**config.mk**
```make
export PLATFORM = sky130hd
export DESIGN_NAME = hfck_top
export DESIGN_NICKNAME = d
export VERILOG_FILES = /design/src/hfck_pkg.sv /design/src/hfck_sync_if.sv /design/src/hfck_sync.sv /design/src/hfck_top.sv
export SDC_FILE = /design/constraint.sdc
export NUM_CORES = 1
export LEC_CHECK = 0
export ABC_AREA = 1
export BUFFER_PORTS_ARGS = -buffer_cell sky130_fd_sc_hd__buf_2
export CORE_ASPECT_RATIO = 1.25
export CORE_MARGIN = 4
export CORE_UTILIZATION = 45
export DETAILED_ROUTE_END_ITERATION = 12
export MAX_ROUTING_LAYER = met4
export PLACE_DENSITY = 0.73
export SYNTH_ARGS = -nofsm -noshare
export SYNTH_HDL_FRONTEND = slang
export SYNTH_HIERARCHICAL = 1
export SYNTH_SLANG_ARGS = --single-unit
```
**constraint.sdc**
```tcl
create_clock -name clock -period 3.55 [get_ports clock]
set_clock_uncertainty 0.2 [all_clocks]
set_input_delay 0.1775 -clock clock [delete_from_list [all_inputs] [get_ports clock]]
set_output_delay 0.1775 -clock clock [all_outputs]
set_load 0.03 [all_outputs]
```
**src/hfck_pkg.sv**
```systemverilog
// shared constants for the clock status and fast oscillator trim block
package hfck_pkg;
  // register offsets (byte addresses, printed offsets not all multiples of four -> index*4)
  localparam logic [7:0] IDX_IRQ_FLAGS   = 8'h04;
  localparam logic [7:0] IDX_STATUS      = 8'h05;
  localparam logic [7:0] IDX_TIMEBASE    = 8'h06;
  localparam logic [7:0] IDX_OSC_CTRL    = 8'h08;
  localparam logic [7:0] IDX_OSC_TRIM    = 8'h09;
  localparam logic [7:0] IDX_TRIM_STATUS = 8'h0A;
  localparam logic [7:0] IDX_IRQ_MASK    = 8'h0B;
  localparam logic [9:0] ADDR_IRQ_FLAGS   = {IDX_IRQ_FLAGS, 2'b00};
  localparam logic [9:0] ADDR_STATUS      = {IDX_STATUS, 2'b00};
  localparam logic [9:0] ADDR_TIMEBASE    = {IDX_TIMEBASE, 2'b00};
  localparam logic [9:0] ADDR_OSC_CTRL    = {IDX_OSC_CTRL, 2'b00};
  localparam logic [9:0] ADDR_OSC_TRIM    = {IDX_OSC_TRIM, 2'b00};
  localparam logic [9:0] ADDR_TRIM_STATUS = {IDX_TRIM_STATUS, 2'b00};
  localparam logic [9:0] ADDR_IRQ_MASK    = {IDX_IRQ_MASK, 2'b00};
  // reset values
  localparam logic [7:0] RST_OSC_CTRL = 8'h0C;
  localparam logic [4:0] RST_TIMEBASE = 5'h00;
  localparam logic [6:0] RST_TRIM     = 7'h00;
  // field positions
  localparam int BIT_KEEP_RUN  = 7;
  localparam int BIT_METHOD    = 6;
  localparam int FRQ_HI        = 5;
  localparam int FRQ_LO        = 2;
  localparam int BIT_TRIM_SIGN = 5;
  // auto-trim source codes
  localparam logic [1:0] AUTO_OFF   = 2'h0;
  localparam logic [1:0] AUTO_SLOW  = 2'h1;
  localparam logic [1:0] AUTO_FRAME = 2'h2;
  // trim reload wait after auto-trim off: 3 us plus 3 main cycles, 153 cycles at 50 MHz
  localparam int CLK_MHZ        = 50;
  localparam int RELOAD_US      = 3;
  localparam int RELOAD_EXTRA   = 3;
  localparam int RELOAD_CYCLES  = RELOAD_US * CLK_MHZ + RELOAD_EXTRA;
  localparam int GRANT_OSC_CYC  = 2;   // osc edges before output granted
  localparam logic [1:0] AXI_OKAY   = 2'b00;
  localparam logic [1:0] AXI_SLVERR = 2'b10;
endpackage : hfck_pkg

```
**src/hfck_sync_if.sv**
```systemverilog
`timescale 1ns/1ns
// carrier between the top and the two-flop synchroniser bank
interface hfck_sync_if;
  logic [9:0] raw;
  logic [9:0] synced;
  modport src (output raw, input synced);
  modport snk (input raw, output synced);
endinterface : hfck_sync_if

```
**src/hfck_sync.sv**
```systemverilog
`timescale 1ns/1ns
// two-flop synchroniser bank for asynchronous status inputs
module hfck_sync (
  input  wire logic   clock,
  input  wire logic   srst,
  hfck_sync_if.snk    bus
);
  logic [9:0] stage1;
  logic [9:0] stage2;
  // first stage is read only by the second
  always_ff @(posedge clock) begin
    if (srst) begin
      stage1 <= 10'h000;
      stage2 <= 10'h000;
    end else begin
      stage1 <= bus.raw;
      stage2 <= stage1;
    end
  end
  assign bus.synced = stage2;
endmodule : hfck_sync

```
**src/hfck_top.sv**
```systemverilog
`timescale 1ns/1ns
// clock status, microsecond timebase and fast oscillator trim registers
// Notes on behaviour
// clock failure sets flag, write one clears
// bit 4 shows external fast source ok
// bit 3 shows external slow source ok
// bits 2,1 show internal oscillators stable
// bit 0 high while main source switches
// five-bit timebase cycles per microsecond
// keep-running bit forces oscillator on
// output granted two oscillator cycles after request
// method bit picks binary or incremental search
// software writes method with frame source
// binary search may shift frequency temporarily
// frequency select field, reset 0x3
// auto-trim source off, slow crystal, frame
// signed trim from -32 to +31
// trim bit 6 mirrors bit 5
// nonzero auto source locks manual trim
// trim reloads from auto value after disable
// sync bit low while auto source crosses
// lock bit shows tuner locked
module hfck_top (
  input  wire logic        clock,
  input  wire logic        srst,
  input  wire logic [9:0]  s_axi_awaddr,
  input  wire logic        s_axi_awvalid,
  output logic             s_axi_awready,
  input  wire logic [31:0] s_axi_wdata,
  input  wire logic [3:0]  s_axi_wstrb,
  input  wire logic        s_axi_wvalid,
  output logic             s_axi_wready,
  output logic [1:0]       s_axi_bresp,
  output logic             s_axi_bvalid,
  input  wire logic        s_axi_bready,
  input  wire logic [9:0]  s_axi_araddr,
  input  wire logic        s_axi_arvalid,
  output logic             s_axi_arready,
  output logic [31:0]      s_axi_rdata,
  output logic [1:0]       s_axi_rresp,
  output logic             s_axi_rvalid,
  input  wire logic        s_axi_rready,
  input  wire logic        clock_fail_event,
  input  wire logic        fast_ext_source_kind,
  input  wire logic        ext_hf_crystal_stable,
  input  wire logic        ext_hf_clock_running,
  input  wire logic        slow_ext_source_kind,
  input  wire logic        ext_slow_crystal_stable,
  input  wire logic        ext_slow_clock_running,
  input  wire logic        int_slow_osc_stable,
  input  wire logic        int_fast_osc_stable,
  input  wire logic        source_switch_active,
  input  wire logic        osc_request,
  input  wire logic        osc_edge,
  input  wire logic [6:0]  auto_trim_value,
  input  wire logic        tuner_locked,
  input  wire logic        tuner_sync_ack,
  output logic             osc_enable,
  output logic             osc_grant,
  output logic             keep_running_in_sleep,
  output logic             tune_method_select,
  output logic [3:0]       freq_select,
  output logic [1:0]       auto_trim_source,
  output logic [6:0]       manual_trim,
  output logic [4:0]       microsecond_base,
  output logic             irq
);
  // ---------------- synchronisers ----------------
  hfck_sync_if sif ();
  assign sif.raw = {tuner_sync_ack, tuner_locked, osc_edge, source_switch_active,
                    int_fast_osc_stable, int_slow_osc_stable, ext_slow_clock_running,
                    ext_slow_crystal_stable, ext_hf_clock_running, ext_hf_crystal_stable};
  hfck_sync u_sync (
    .clock (clock),
    .srst  (srst),
    .bus   (sif.snk)
  );
  wire s_hf_xtal  = sif.synced[0];
  wire s_hf_clk   = sif.synced[1];
  wire s_sl_xtal  = sif.synced[2];
  wire s_sl_clk   = sif.synced[3];
  wire s_int_slow = sif.synced[4];
  wire s_int_fast = sif.synced[5];
  wire s_switch   = sif.synced[6];
  wire s_osc_edge = sif.synced[7];
  wire s_locked   = sif.synced[8];
  wire s_sync_ack = sif.synced[9];

  // ---------------- register state ----------------
  logic       clock_fail_flag;
  logic       irq_mask;
  logic [4:0] timebase;
  logic [7:0] osc_ctrl;
  logic [6:0] trim;
  logic       trim_sync_done;
  logic       sync_seen_ack;
  logic       osc_ev_d;
  logic [1:0] grant_cnt;
  logic [7:0] reload_cnt;
  logic       reload_busy;
  logic       fail_d;

  // ---------------- axi write channel ----------------
  logic       aw_held;
  logic       w_held;
  logic [9:0] aw_addr;
  logic [31:0] w_data;
  logic [3:0] w_strb;
  assign s_axi_awready = !aw_held && !s_axi_bvalid;
  assign s_axi_wready  = !w_held && !s_axi_bvalid;
  wire aw_fire = s_axi_awvalid && s_axi_awready;
  wire w_fire  = s_axi_wvalid && s_axi_wready;
  wire have_aw = aw_held || aw_fire;
  wire have_w  = w_held || w_fire;
  wire [9:0]  wr_addr = aw_held ? aw_addr : s_axi_awaddr;
  wire [31:0] wr_data = w_held ? w_data : s_axi_wdata;
  wire [3:0]  wr_strb = w_held ? w_strb : s_axi_wstrb;
  wire wr_go  = have_aw && have_w && !s_axi_bvalid;
  wire wr_lane = wr_go && wr_strb[0];

  // address decode, shared by read and write
  function automatic logic addr_known(input logic [9:0] a);
    addr_known = (a == hfck_pkg::ADDR_IRQ_FLAGS) || (a == hfck_pkg::ADDR_STATUS) ||
                 (a == hfck_pkg::ADDR_TIMEBASE) || (a == hfck_pkg::ADDR_OSC_CTRL) ||
                 (a == hfck_pkg::ADDR_OSC_TRIM) || (a == hfck_pkg::ADDR_TRIM_STATUS) ||
                 (a == hfck_pkg::ADDR_IRQ_MASK);
  endfunction : addr_known

  wire wr_flags = wr_lane && (wr_addr == hfck_pkg::ADDR_IRQ_FLAGS);
  wire wr_tb    = wr_lane && (wr_addr == hfck_pkg::ADDR_TIMEBASE);
  wire wr_ctrl  = wr_lane && (wr_addr == hfck_pkg::ADDR_OSC_CTRL);
  wire wr_trim  = wr_lane && (wr_addr == hfck_pkg::ADDR_OSC_TRIM);
  wire wr_mask  = wr_lane && (wr_addr == hfck_pkg::ADDR_IRQ_MASK);
  wire [7:0] wb = wr_data[7:0];

  // hold whichever half arrived first
  always_ff @(posedge clock) begin
    if (srst) begin
      aw_held <= 1'b0;
      w_held  <= 1'b0;
      aw_addr <= 10'h000;
      w_data  <= 32'h0000_0000;
      w_strb  <= 4'h0;
    end else begin
      if (aw_fire && !wr_go) begin
        aw_held <= 1'b1;
        aw_addr <= s_axi_awaddr;
      end else if (wr_go) begin
        aw_held <= 1'b0;
      end
      if (w_fire && !wr_go) begin
        w_held <= 1'b1;
        w_data <= s_axi_wdata;
        w_strb <= s_axi_wstrb;
      end else if (wr_go) begin
        w_held <= 1'b0;
      end
    end
  end

  // write response
  always_ff @(posedge clock) begin
    if (srst) begin
      s_axi_bvalid <= 1'b0;
      s_axi_bresp  <= hfck_pkg::AXI_OKAY;
    end else if (wr_go) begin
      s_axi_bvalid <= 1'b1;
      s_axi_bresp  <= addr_known(wr_addr) ? hfck_pkg::AXI_OKAY : hfck_pkg::AXI_SLVERR;
    end else if (s_axi_bready) begin
      s_axi_bvalid <= 1'b0;
    end
  end

  // ---------------- control registers ----------------
  wire auto_on   = osc_ctrl[1:0] != hfck_pkg::AUTO_OFF;
  wire auto_off_now = wr_ctrl && auto_on && (wb[1:0] == hfck_pkg::AUTO_OFF);

  // clock failure flag: set beats clear
  always_ff @(posedge clock) begin
    if (srst) begin
      fail_d          <= 1'b0;
      clock_fail_flag <= 1'b0;
      irq_mask        <= 1'b0;
      timebase        <= hfck_pkg::RST_TIMEBASE;
      osc_ctrl        <= hfck_pkg::RST_OSC_CTRL;
    end else begin
      fail_d <= clock_fail_event;
      if (clock_fail_event && !fail_d)
        clock_fail_flag <= 1'b1;
      else if (wr_flags && wb[0])
        clock_fail_flag <= 1'b0;
      if (wr_mask)
        irq_mask <= wb[0];
      if (wr_tb)
        timebase <= wb[4:0];
      if (wr_ctrl)
        osc_ctrl <= wb;
    end
  end

  // trim: locked while auto on, reloaded from tuner after disable
  always_ff @(posedge clock) begin
    if (srst) begin
      trim        <= hfck_pkg::RST_TRIM;
      reload_busy <= 1'b0;
      reload_cnt  <= 8'h00;
    end else begin
      if (auto_off_now) begin
        reload_busy <= 1'b1;
        reload_cnt  <= 8'(hfck_pkg::RELOAD_CYCLES - 1);
      end else if (reload_busy) begin
        if (reload_cnt == 8'h00) begin
          reload_busy <= 1'b0;
          trim <= {auto_trim_value[hfck_pkg::BIT_TRIM_SIGN],
                   auto_trim_value[5:0]};
        end else begin
          reload_cnt <= reload_cnt - 8'h01;
        end
      end else if (wr_trim && !auto_on) begin
        trim <= {wb[hfck_pkg::BIT_TRIM_SIGN], wb[5:0]};
      end
    end
  end

  // auto source sync: low from a write until tuner acknowledges
  always_ff @(posedge clock) begin
    if (srst) begin
      trim_sync_done <= 1'b1;
      sync_seen_ack  <= 1'b0;
    end else if (wr_ctrl) begin
      trim_sync_done <= 1'b0;
      sync_seen_ack  <= s_sync_ack;
    end else if (!trim_sync_done && (s_sync_ack != sync_seen_ack)) begin
      trim_sync_done <= 1'b1;
    end
  end

  // oscillator enable and grant after two oscillator edges
  wire osc_run = osc_ctrl[hfck_pkg::BIT_KEEP_RUN] || osc_request;
  wire osc_tick = s_osc_edge && !osc_ev_d;
  always_ff @(posedge clock) begin
    if (srst) begin
      osc_ev_d  <= 1'b0;
      grant_cnt <= 2'h0;
      osc_grant <= 1'b0;
    end else begin
      osc_ev_d <= s_osc_edge;
      if (!osc_request) begin
        grant_cnt <= 2'h0;
        osc_grant <= 1'b0;
      end else if (osc_tick && !osc_grant) begin
        if (grant_cnt == 2'(hfck_pkg::GRANT_OSC_CYC - 1))
          osc_grant <= 1'b1;
        grant_cnt <= grant_cnt + 2'h1;
      end
    end
  end
  assign osc_enable = osc_run;

  // status assembly
  wire hf_ok   = fast_ext_source_kind ? s_hf_clk : s_hf_xtal;
  wire slow_ok = slow_ext_source_kind ? s_sl_clk : s_sl_xtal;
  wire [7:0] status_byte = {3'b000, hf_ok, slow_ok, s_int_slow, s_int_fast,
                            s_switch};

  // ---------------- axi read channel ----------------
  assign s_axi_arready = !s_axi_rvalid;
  wire ar_fire = s_axi_arvalid && s_axi_arready;
  logic [7:0] rd_byte;
  always_comb begin
    case (s_axi_araddr)
      hfck_pkg::ADDR_IRQ_FLAGS:   rd_byte = {7'h00, clock_fail_flag};
      hfck_pkg::ADDR_STATUS:      rd_byte = status_byte;
      hfck_pkg::ADDR_TIMEBASE:    rd_byte = {3'h0, timebase};
      hfck_pkg::ADDR_OSC_CTRL:    rd_byte = osc_ctrl;
      hfck_pkg::ADDR_OSC_TRIM:    rd_byte = {1'b0, trim};
      hfck_pkg::ADDR_TRIM_STATUS: rd_byte = {6'h00, s_locked, trim_sync_done};
      hfck_pkg::ADDR_IRQ_MASK:    rd_byte = {7'h00, irq_mask};
      default:                    rd_byte = 8'h00;
    endcase
  end

  // read data registered; unmapped answers zero with error
  always_ff @(posedge clock) begin
    if (srst) begin
      s_axi_rvalid <= 1'b0;
      s_axi_rdata  <= 32'h0000_0000;
      s_axi_rresp  <= hfck_pkg::AXI_OKAY;
    end else if (ar_fire) begin
      s_axi_rvalid <= 1'b1;
      s_axi_rdata  <= {24'h000000, rd_byte};
      s_axi_rresp  <= addr_known(s_axi_araddr) ? hfck_pkg::AXI_OKAY : hfck_pkg::AXI_SLVERR;
    end else if (s_axi_rready) begin
      s_axi_rvalid <= 1'b0;
    end
  end

  // outputs to the oscillator and tuner; method bit only meaningful with frame source
  assign keep_running_in_sleep = osc_ctrl[hfck_pkg::BIT_KEEP_RUN];
  assign tune_method_select    = osc_ctrl[hfck_pkg::BIT_METHOD];
  assign freq_select           = osc_ctrl[hfck_pkg::FRQ_HI:hfck_pkg::FRQ_LO];
  assign auto_trim_source      = osc_ctrl[1:0];
  assign manual_trim           = trim;
  assign microsecond_base      = timebase;
  assign irq                   = clock_fail_flag && irq_mask;
endmodule : hfck_top

```
-- Word-level counts from Yosys, hierarchy flattened
Index checks and enable logic that the tools add are counted.
- bits of input ports: 84
- bits in registers: 93
- word-level logic and storage cells: 143
- output and inout bits: 64
- add/subtract/negate cells: 2
- reductions and logical operators: 66
- equality and inequality tests: 18
- mux-type cells: 28
- bitwise operators: 3
- operators by type and width (cell ; number):
    10-bit by 6-bit == test with 1-bit output, second input constant ; 8
    10-bit by 5-bit == test with 1-bit output, second input constant ; 6
    8-bit one-hot mux with 7 select lines ; 1
    8-bit 2-to-1 mux ; 4
    1-bit logical AND ; 24
    7-bit 2-to-1 mux ; 3
    2-bit nonzero test ; 9
    1-bit 2-to-1 mux ; 17
    1-bit logical OR ; 15
    1-bit logical NOT ; 10
    10-bit 2-to-1 mux ; 1
    8-bit logical NOT ; 1
    8-bit by 1-bit subtractor with 8-bit output, second input constant ; 1
    2-bit AND reduction ; 3
    2-bit 2-to-1 mux ; 2
    2-bit OR reduction ; 2
    1-bit inverter ; 3
    3-bit AND reduction ; 1
    2-bit by 1-bit adder with 2-bit output, second input constant ; 1
    2-bit by 1-bit == test with 1-bit output, second input constant ; 1
    2-bit logical NOT ; 1
    2-bit by 1-bit != test with 1-bit output, second input constant ; 1
    2-bit != test, second input constant ; 1
    1-bit != test ; 1

-- Depth between registers and ports, before layout
- depth in word-level cells: 12
- depth in mapped cells: 13
- depth with buffers taken out: 12

-- Modules after synthesis
Netlist, hierarchy kept.
- modules (own cells, without submodules) (module ; cells each ; times used ; seq. area each (um2) ; area each (um2)):
    hfck_top ; 542 ; 1 ; 1401.3 ; 3782.4
    hfck_sync ; 62 ; 1 ; 400.4 ; 573.0

-- Worst setup path after synthesis
No wires, ideal clock.
- path type: register to register
- start: reg aw_held
- end: reg aw_addr[4]
- path buffers: 2
- path slack: 1577 ps
- required time: 3234 ps
- clock period less this slack: 1973 ps
- cell stages (with the launch flop): 7
- library setup time: 116 ps
- arrival time: 1657 ps
- path through: dfxtp_1 -> buf_6 -> nor2_1 -> nand3_1 -> clkbuf_1 -> o21ai_0 -> nor2_1
- cells in the longest elaborated chain, start to end: 8
- RTL lines (item ; RTL line ; source):
    from (decl) ; hfck_top.sv:104 ; logic aw_held;
    from (signal assigned) ; hfck_top.sv:139 ; aw_held <= 1'b0;
    from (signal assigned) ; hfck_top.sv:146 ; aw_held <= 1'b1;
    from (signal assigned) ; hfck_top.sv:149 ; aw_held <= 1'b0;
    1-bit logical NOT * ; hfck_top.sv:109 ; assign s_axi_awready = !aw_held && !s_axi_bvalid;
    1-bit logical AND * ; hfck_top.sv:109 ;
    named net s_axi_awready ; hfck_top.sv:28 ; output logic s_axi_awready,
    1-bit logical AND * ; hfck_top.sv:111 ; wire aw_fire = s_axi_awvalid && s_axi_awready;
    1-bit logical OR ; hfck_top.sv:113 ; wire have_aw = aw_held || aw_fire;
    1-bit logical AND (2 in series) ; hfck_top.sv:118 ; wire wr_go = have_aw && have_w && !s_axi_bvalid;
    1-bit logical NOT ; hfck_top.sv:145 ; if (aw_fire && !wr_go) begin
    1-bit logical AND * ; hfck_top.sv:145 ;
    to (signal assigned) ; hfck_top.sv:147 ; aw_addr <= s_axi_awaddr;
    to (decl) ; hfck_top.sv:106 ; logic [9:0] aw_addr;
The timed path passes the listed nets; every way through them passes the cells marked *.
A chain may end at the register's enable or synchronous reset.

-- Worst setup path in the final report
- start: reg aw_held
- end: reg osc_ctrl[7]
- cells in the longest elaborated chain, start to end: 8
- elaborated cells between the ends (all ways): 10
- those cells by class: 1 x eq/ne; 1 x mux; 8 x reduce/logical
- RTL lines (item ; RTL line ; source):
    1-bit logical NOT ; hfck_top.sv:109 ;
    1-bit logical AND ; hfck_top.sv:109 ;
    1-bit logical AND ; hfck_top.sv:111 ;
    1-bit logical OR ; hfck_top.sv:113 ;
    1-bit logical AND (2 in series) ; hfck_top.sv:118 ;
    1-bit logical AND ; hfck_top.sv:119 ; wire wr_lane = wr_go && wr_strb[0];
    1-bit logical AND * ; hfck_top.sv:131 ; wire wr_ctrl = wr_lane && (wr_addr == hfck_pkg::ADDR_OSC_CTRL);
    to (signal assigned) ; hfck_top.sv:185 ; osc_ctrl <= hfck_pkg::RST_OSC_CTRL;
    to (signal assigned) ; hfck_top.sv:197 ; osc_ctrl <= wb;
    to (decl) ; hfck_top.sv:93 ; logic [7:0] osc_ctrl;
Mark *: on every way between the ends. The rest lies on a longest branch, timed or not.

==> flow_metrics.env <==
export IMPL_tritoncts_num_sinks=90
export IMPL_dr_pass1_iters=4
export IMPL_synthCells=604
export IMPL_cts_htree_levels=3
export IMPL_min_path_cells=5
export IMPL_placed_area_sq_um=4790
export IMPL_ys_warnings_count=6
export IMPL_timing_max_transition_violations_final=0
export IMPL_max_rail_drop_vdd_mv=0.292
export IMPL_placed_cells_incl_taps=804
export IMPL_worst_pin_slew_ns=0.809
export IMPL_route_final_wire_length_mm=10.3
export IMPL_wire_per_inst_microns=12.0
export IMPL_achievable_frequency_ghz=0.393
export IMPL_clock_tree_buffer_depth=2
export IMPL_netlist_area_leader_share=0.414
export IMPL_hpwl_mm=7.29
export IMPL_final_min_clock_period_ns=2.55
export IMPL_crit_path_max_incr_delay_ns=0.69
export IMPL_post_cts_resized_instances=0
export IMPL_grt_setup_unrepaired="no"
export IMPL_timing_critical_path_from="aw_held"
export IMPL_clock_root_buffer="sky130_fd_sc_hd__clkbuf_16"
export IMPL_worst_setup_path_end_kind="flop"
export IMPL_worstSetupPathType="flop to flop"
export IMPL_async_reset_ff_frac=0
export IMPL_syn_area_per_cell_sq_um=7.21
export IMPL_layout_area_growth_over_synthesis_pct=26.6
export IMPL_die_height_microns=118
export IMPL_internal_reg_to_reg_setup_slack_ns=1.00
export IMPL_grt_antenna_before_repair=0
export IMPL_crit_required_ns=3.61
export IMPL_critical_path_endpoint="osc_ctrl[7]"
export IMPL_number_of_enable_flip_flop_cells_after_synthesis=0
export IMPL_seq_area_frac_synth=0.414
export IMPL_timing_final_crit_share=0.717
export IMPL_vias_per_cell=4.72
export IMPL_worstPathBufferInverterCount=0
export IMPL_io_pin_count=148
export IMPL_finalWeightedCongestion=0.881
export IMPL_final_setup_viol_count=0
export IMPL_total_count_of_hold_check_failures_in_the_final_report=0
export IMPL_dr_total_vias=4052
export IMPL_globalRoute_totalOverflow=0
export IMPL_power_static_leakage_uw=0.00254
export IMPL_cp_cell_sequence="o21ai_2 -> nor2_2 -> nand2_2 -> nor3_2 -> o21ai_0 -> a21oi_1"
export IMPL_fp_dieW_microns=96.0
export IMPL_grt_first_pass_wirelength_mm=16.8
export IMPL_worst_r2r_startpoint="aw_held"
export IMPL_synth_common_cells="sky130_fd_sc_hd__nand2_1 (91), sky130_fd_sc_hd__dfxtp_1 (90), sky130_fd_sc_hd__inv_1 (86), sky130_fd_sc_hd__nor2_1 (80), sky130_fd_sc_hd__o21ai_0 (54)"
export IMPL_synth_lib_cells_used_distinct=38
export IMPL_worstRegToRegCells=6
export IMPL_floorplan_initialDensity=0.470
export IMPL_start_kind="flop"
export IMPL_timing_critical_path_fanout_max=12
export IMPL_hold_crit_class="input port to flop"
export IMPL_status="completed"
export IMPL_cts_tree="done"
export IMPL_clkLatencyLatePin_ns=0.33
export IMPL_stdcell_count=859
export IMPL_synth_seq_cells=90
export IMPL_cap_viol_max_count=0
export IMPL_dieArea_sq_um=11300
export IMPL_rr_endpoint="osc_ctrl[7]"
export IMPL_cts_reportedPaths_clkPinSlew_ns=0.07
export IMPL_critical_path_arrival_ns=2.61
export IMPL_antenna_cells_inserted=0
export IMPL_final_core_density=0.595
export IMPL_cp_slowest_cell="sky130_fd_sc_hd__nor3_2"
export IMPL_num_rows=39
export IMPL_grt_start_max_net_pins=45
export IMPL_dominantRegCellSynth="sky130_fd_sc_hd__dfxtp_1"
export IMPL_max_slew_margin=0.458
export IMPL_post_route_drc_count=0
export IMPL_core_area_sq_um=9270
export IMPL_timing_setup_tns_ns=0
export IMPL_route_antenna_remaining_nets=0
export IMPL_worstSetupPathDepth=6
export IMPL_groute_usage_overall=0.190
export IMPL_first_global_vias=3710
export IMPL_yosys_area_top_type="sky130_fd_sc_hd__dfxtp_1"
export IMPL_first_iter_violations=206
export IMPL_drive_gt1_frac=0.220
export IMPL_netlist_area_sq_um=4360
export IMPL_post_synth_top_count_cell="sky130_fd_sc_hd__nand2_1"
export IMPL_number_of_buffers_inserted_during_clock_tree_synthesis=9
export IMPL_critical_path_top_delay_family="simple AND/OR/NAND/NOR gates"
export IMPL_design_final_nets=818
export IMPL_netlist_top_cells_area="sky130_fd_sc_hd__dfxtp_1 (41%), sky130_fd_sc_hd__nand2_1 (7.8%), sky130_fd_sc_hd__inv_1 (7.4%)"
export IMPL_hold_ws_ns=0.0132
export IMPL_layout_cell_area_non_filler_sq_um=5520
export IMPL_pwr_density_cell_nw_per_um2=443
export IMPL_portBuffers=93
## area by class of cell
class / count / area (sq um)
Fill cell: 865 / 3760
Clock buffer: 11 / 253
Timing Repair Buffer: 135 / 878
Clock inverter: 5 / 85.1
Sequential cell: 90 / 1800
Multi-Input combinational cell: 404 / 2000
Tap cell: 123 / 154
Inverter: 91 / 342
## how the worst min path moves through the flow
stage,from,endpoint
6_report,auto_trim_value[3],manual_trim[3]
5_1_grt,auto_trim_value[2],manual_trim[2]
4_1_cts,auto_trim_value[3],manual_trim[3]
3_5_place_dp,clock_fail_event,fail_d
3_3_place_gp,ext_slow_clock_running,u_sync/stage1[3]
2_1_floorplan,srst,osc_ctrl[4]
## cell families (layout without fill, tap and decap cells)
logic type	Yosys count	count (layout)	share of synthesized area
AOI/OAI and AO/OA	117	117	0.148
xor gates and xnor gates	2	2	0.00402
adders and majority gates	3	3	0.00862
buffers and inverters	135	242	0.148
DFF	90	90	0.414
muxes	5	5	0.0115
other	1	26	0.000861
and+or+nand+nor	251	251	0.265
## tightest hold or removal path: stages
cell and delay, ns:
sky130_fd_sc_hd__buf_2 0.09, sky130_fd_sc_hd__nand2_1 0.04, sky130_fd_sc_hd__o21ai_0 0.06, sky130_fd_sc_hd__nor2_1 0.06, sky130_fd_sc_hd__nor2_2 0.09
## report_power, final
group | internal [uW] | total, uW | switching, uW | leakage, uW
clock network | 659 | 1050 | 394 | 0.000162
logic | 112 | 319 | 208 | 0.00164
registers | 1050 | 1070 | 22.7 | 0.000734
total | 1820 | 2450 | 624 | 0.00254
## what timing repair did
action                    4_1_cts  5_1_grt
buffers inserted                0        0
hold buffers                   39        0
hold endpoints to repair       43        0
## metal layers
layer	GRT usage	routed length, microns	vias to the layer above
li1	-	-	2119
met2	0.324	5250	102
met3	0.0301	501	16
met5	-	0	-
met4	0.0730	195	0
met1	0.218	4390	1815
## layout by cell type, fill, tap and decap left out, types with 2 or more instances in the layout
cell                            count
sky130_fd_sc_hd__buf_2             93
sky130_fd_sc_hd__nand2_1           91
sky130_fd_sc_hd__dfxtp_1           90
sky130_fd_sc_hd__inv_1             86
sky130_fd_sc_hd__nor2_1            80
sky130_fd_sc_hd__o21ai_0           54
sky130_fd_sc_hd__a21oi_1           46
sky130_fd_sc_hd__dlygate4sd3_1     39
sky130_fd_sc_hd__conb_1            26
sky130_fd_sc_hd__nand3_1           20
sky130_fd_sc_hd__nand2_2           16
sky130_fd_sc_hd__nand4_1           11
sky130_fd_sc_hd__nor2_2             9
sky130_fd_sc_hd__clkbuf_16          9
sky130_fd_sc_hd__inv_2              5
sky130_fd_sc_hd__nor3_1             5
sky130_fd_sc_hd__mux2i_1            5
sky130_fd_sc_hd__or2_2              4
sky130_fd_sc_hd__o21ai_1            4
sky130_fd_sc_hd__nand3_2            3
sky130_fd_sc_hd__nor3_2             3
sky130_fd_sc_hd__a211oi_2           3
sky130_fd_sc_hd__ha_1               3
sky130_fd_sc_hd__buf_4              3
sky130_fd_sc_hd__a21oi_2            2
sky130_fd_sc_hd__o21ai_2            2
sky130_fd_sc_hd__nand3b_1           2
sky130_fd_sc_hd__nor4_1             2
sky130_fd_sc_hd__xor2_1             2
sky130_fd_sc_hd__a31oi_1            2
sky130_fd_sc_hd__clkbuf_8           2
sky130_fd_sc_hd__bufinv_16          2
## flip-flops by register name, summed over array words and instances, names as in the netlist, 2 cells and up
name,flops
aw_addr,10
u_sync/bus.synced,10
u_sync/stage1,10
osc_ctrl,8
reload_cnt,8
s_axi_rdata,8
w_data,8
manual_trim,6
microsecond_base,5
grant_cnt,2
## metrics by stage
step	worst slack, ns	total power, uW
finish	1.00	2450
global route	0.677	2540
CTS	1.01	2460
detailed placement	1.09	1380
global placement	1.12	1370
floorplan	1.58	1320
Note: power is estimated with default switching activity, not from simulation.
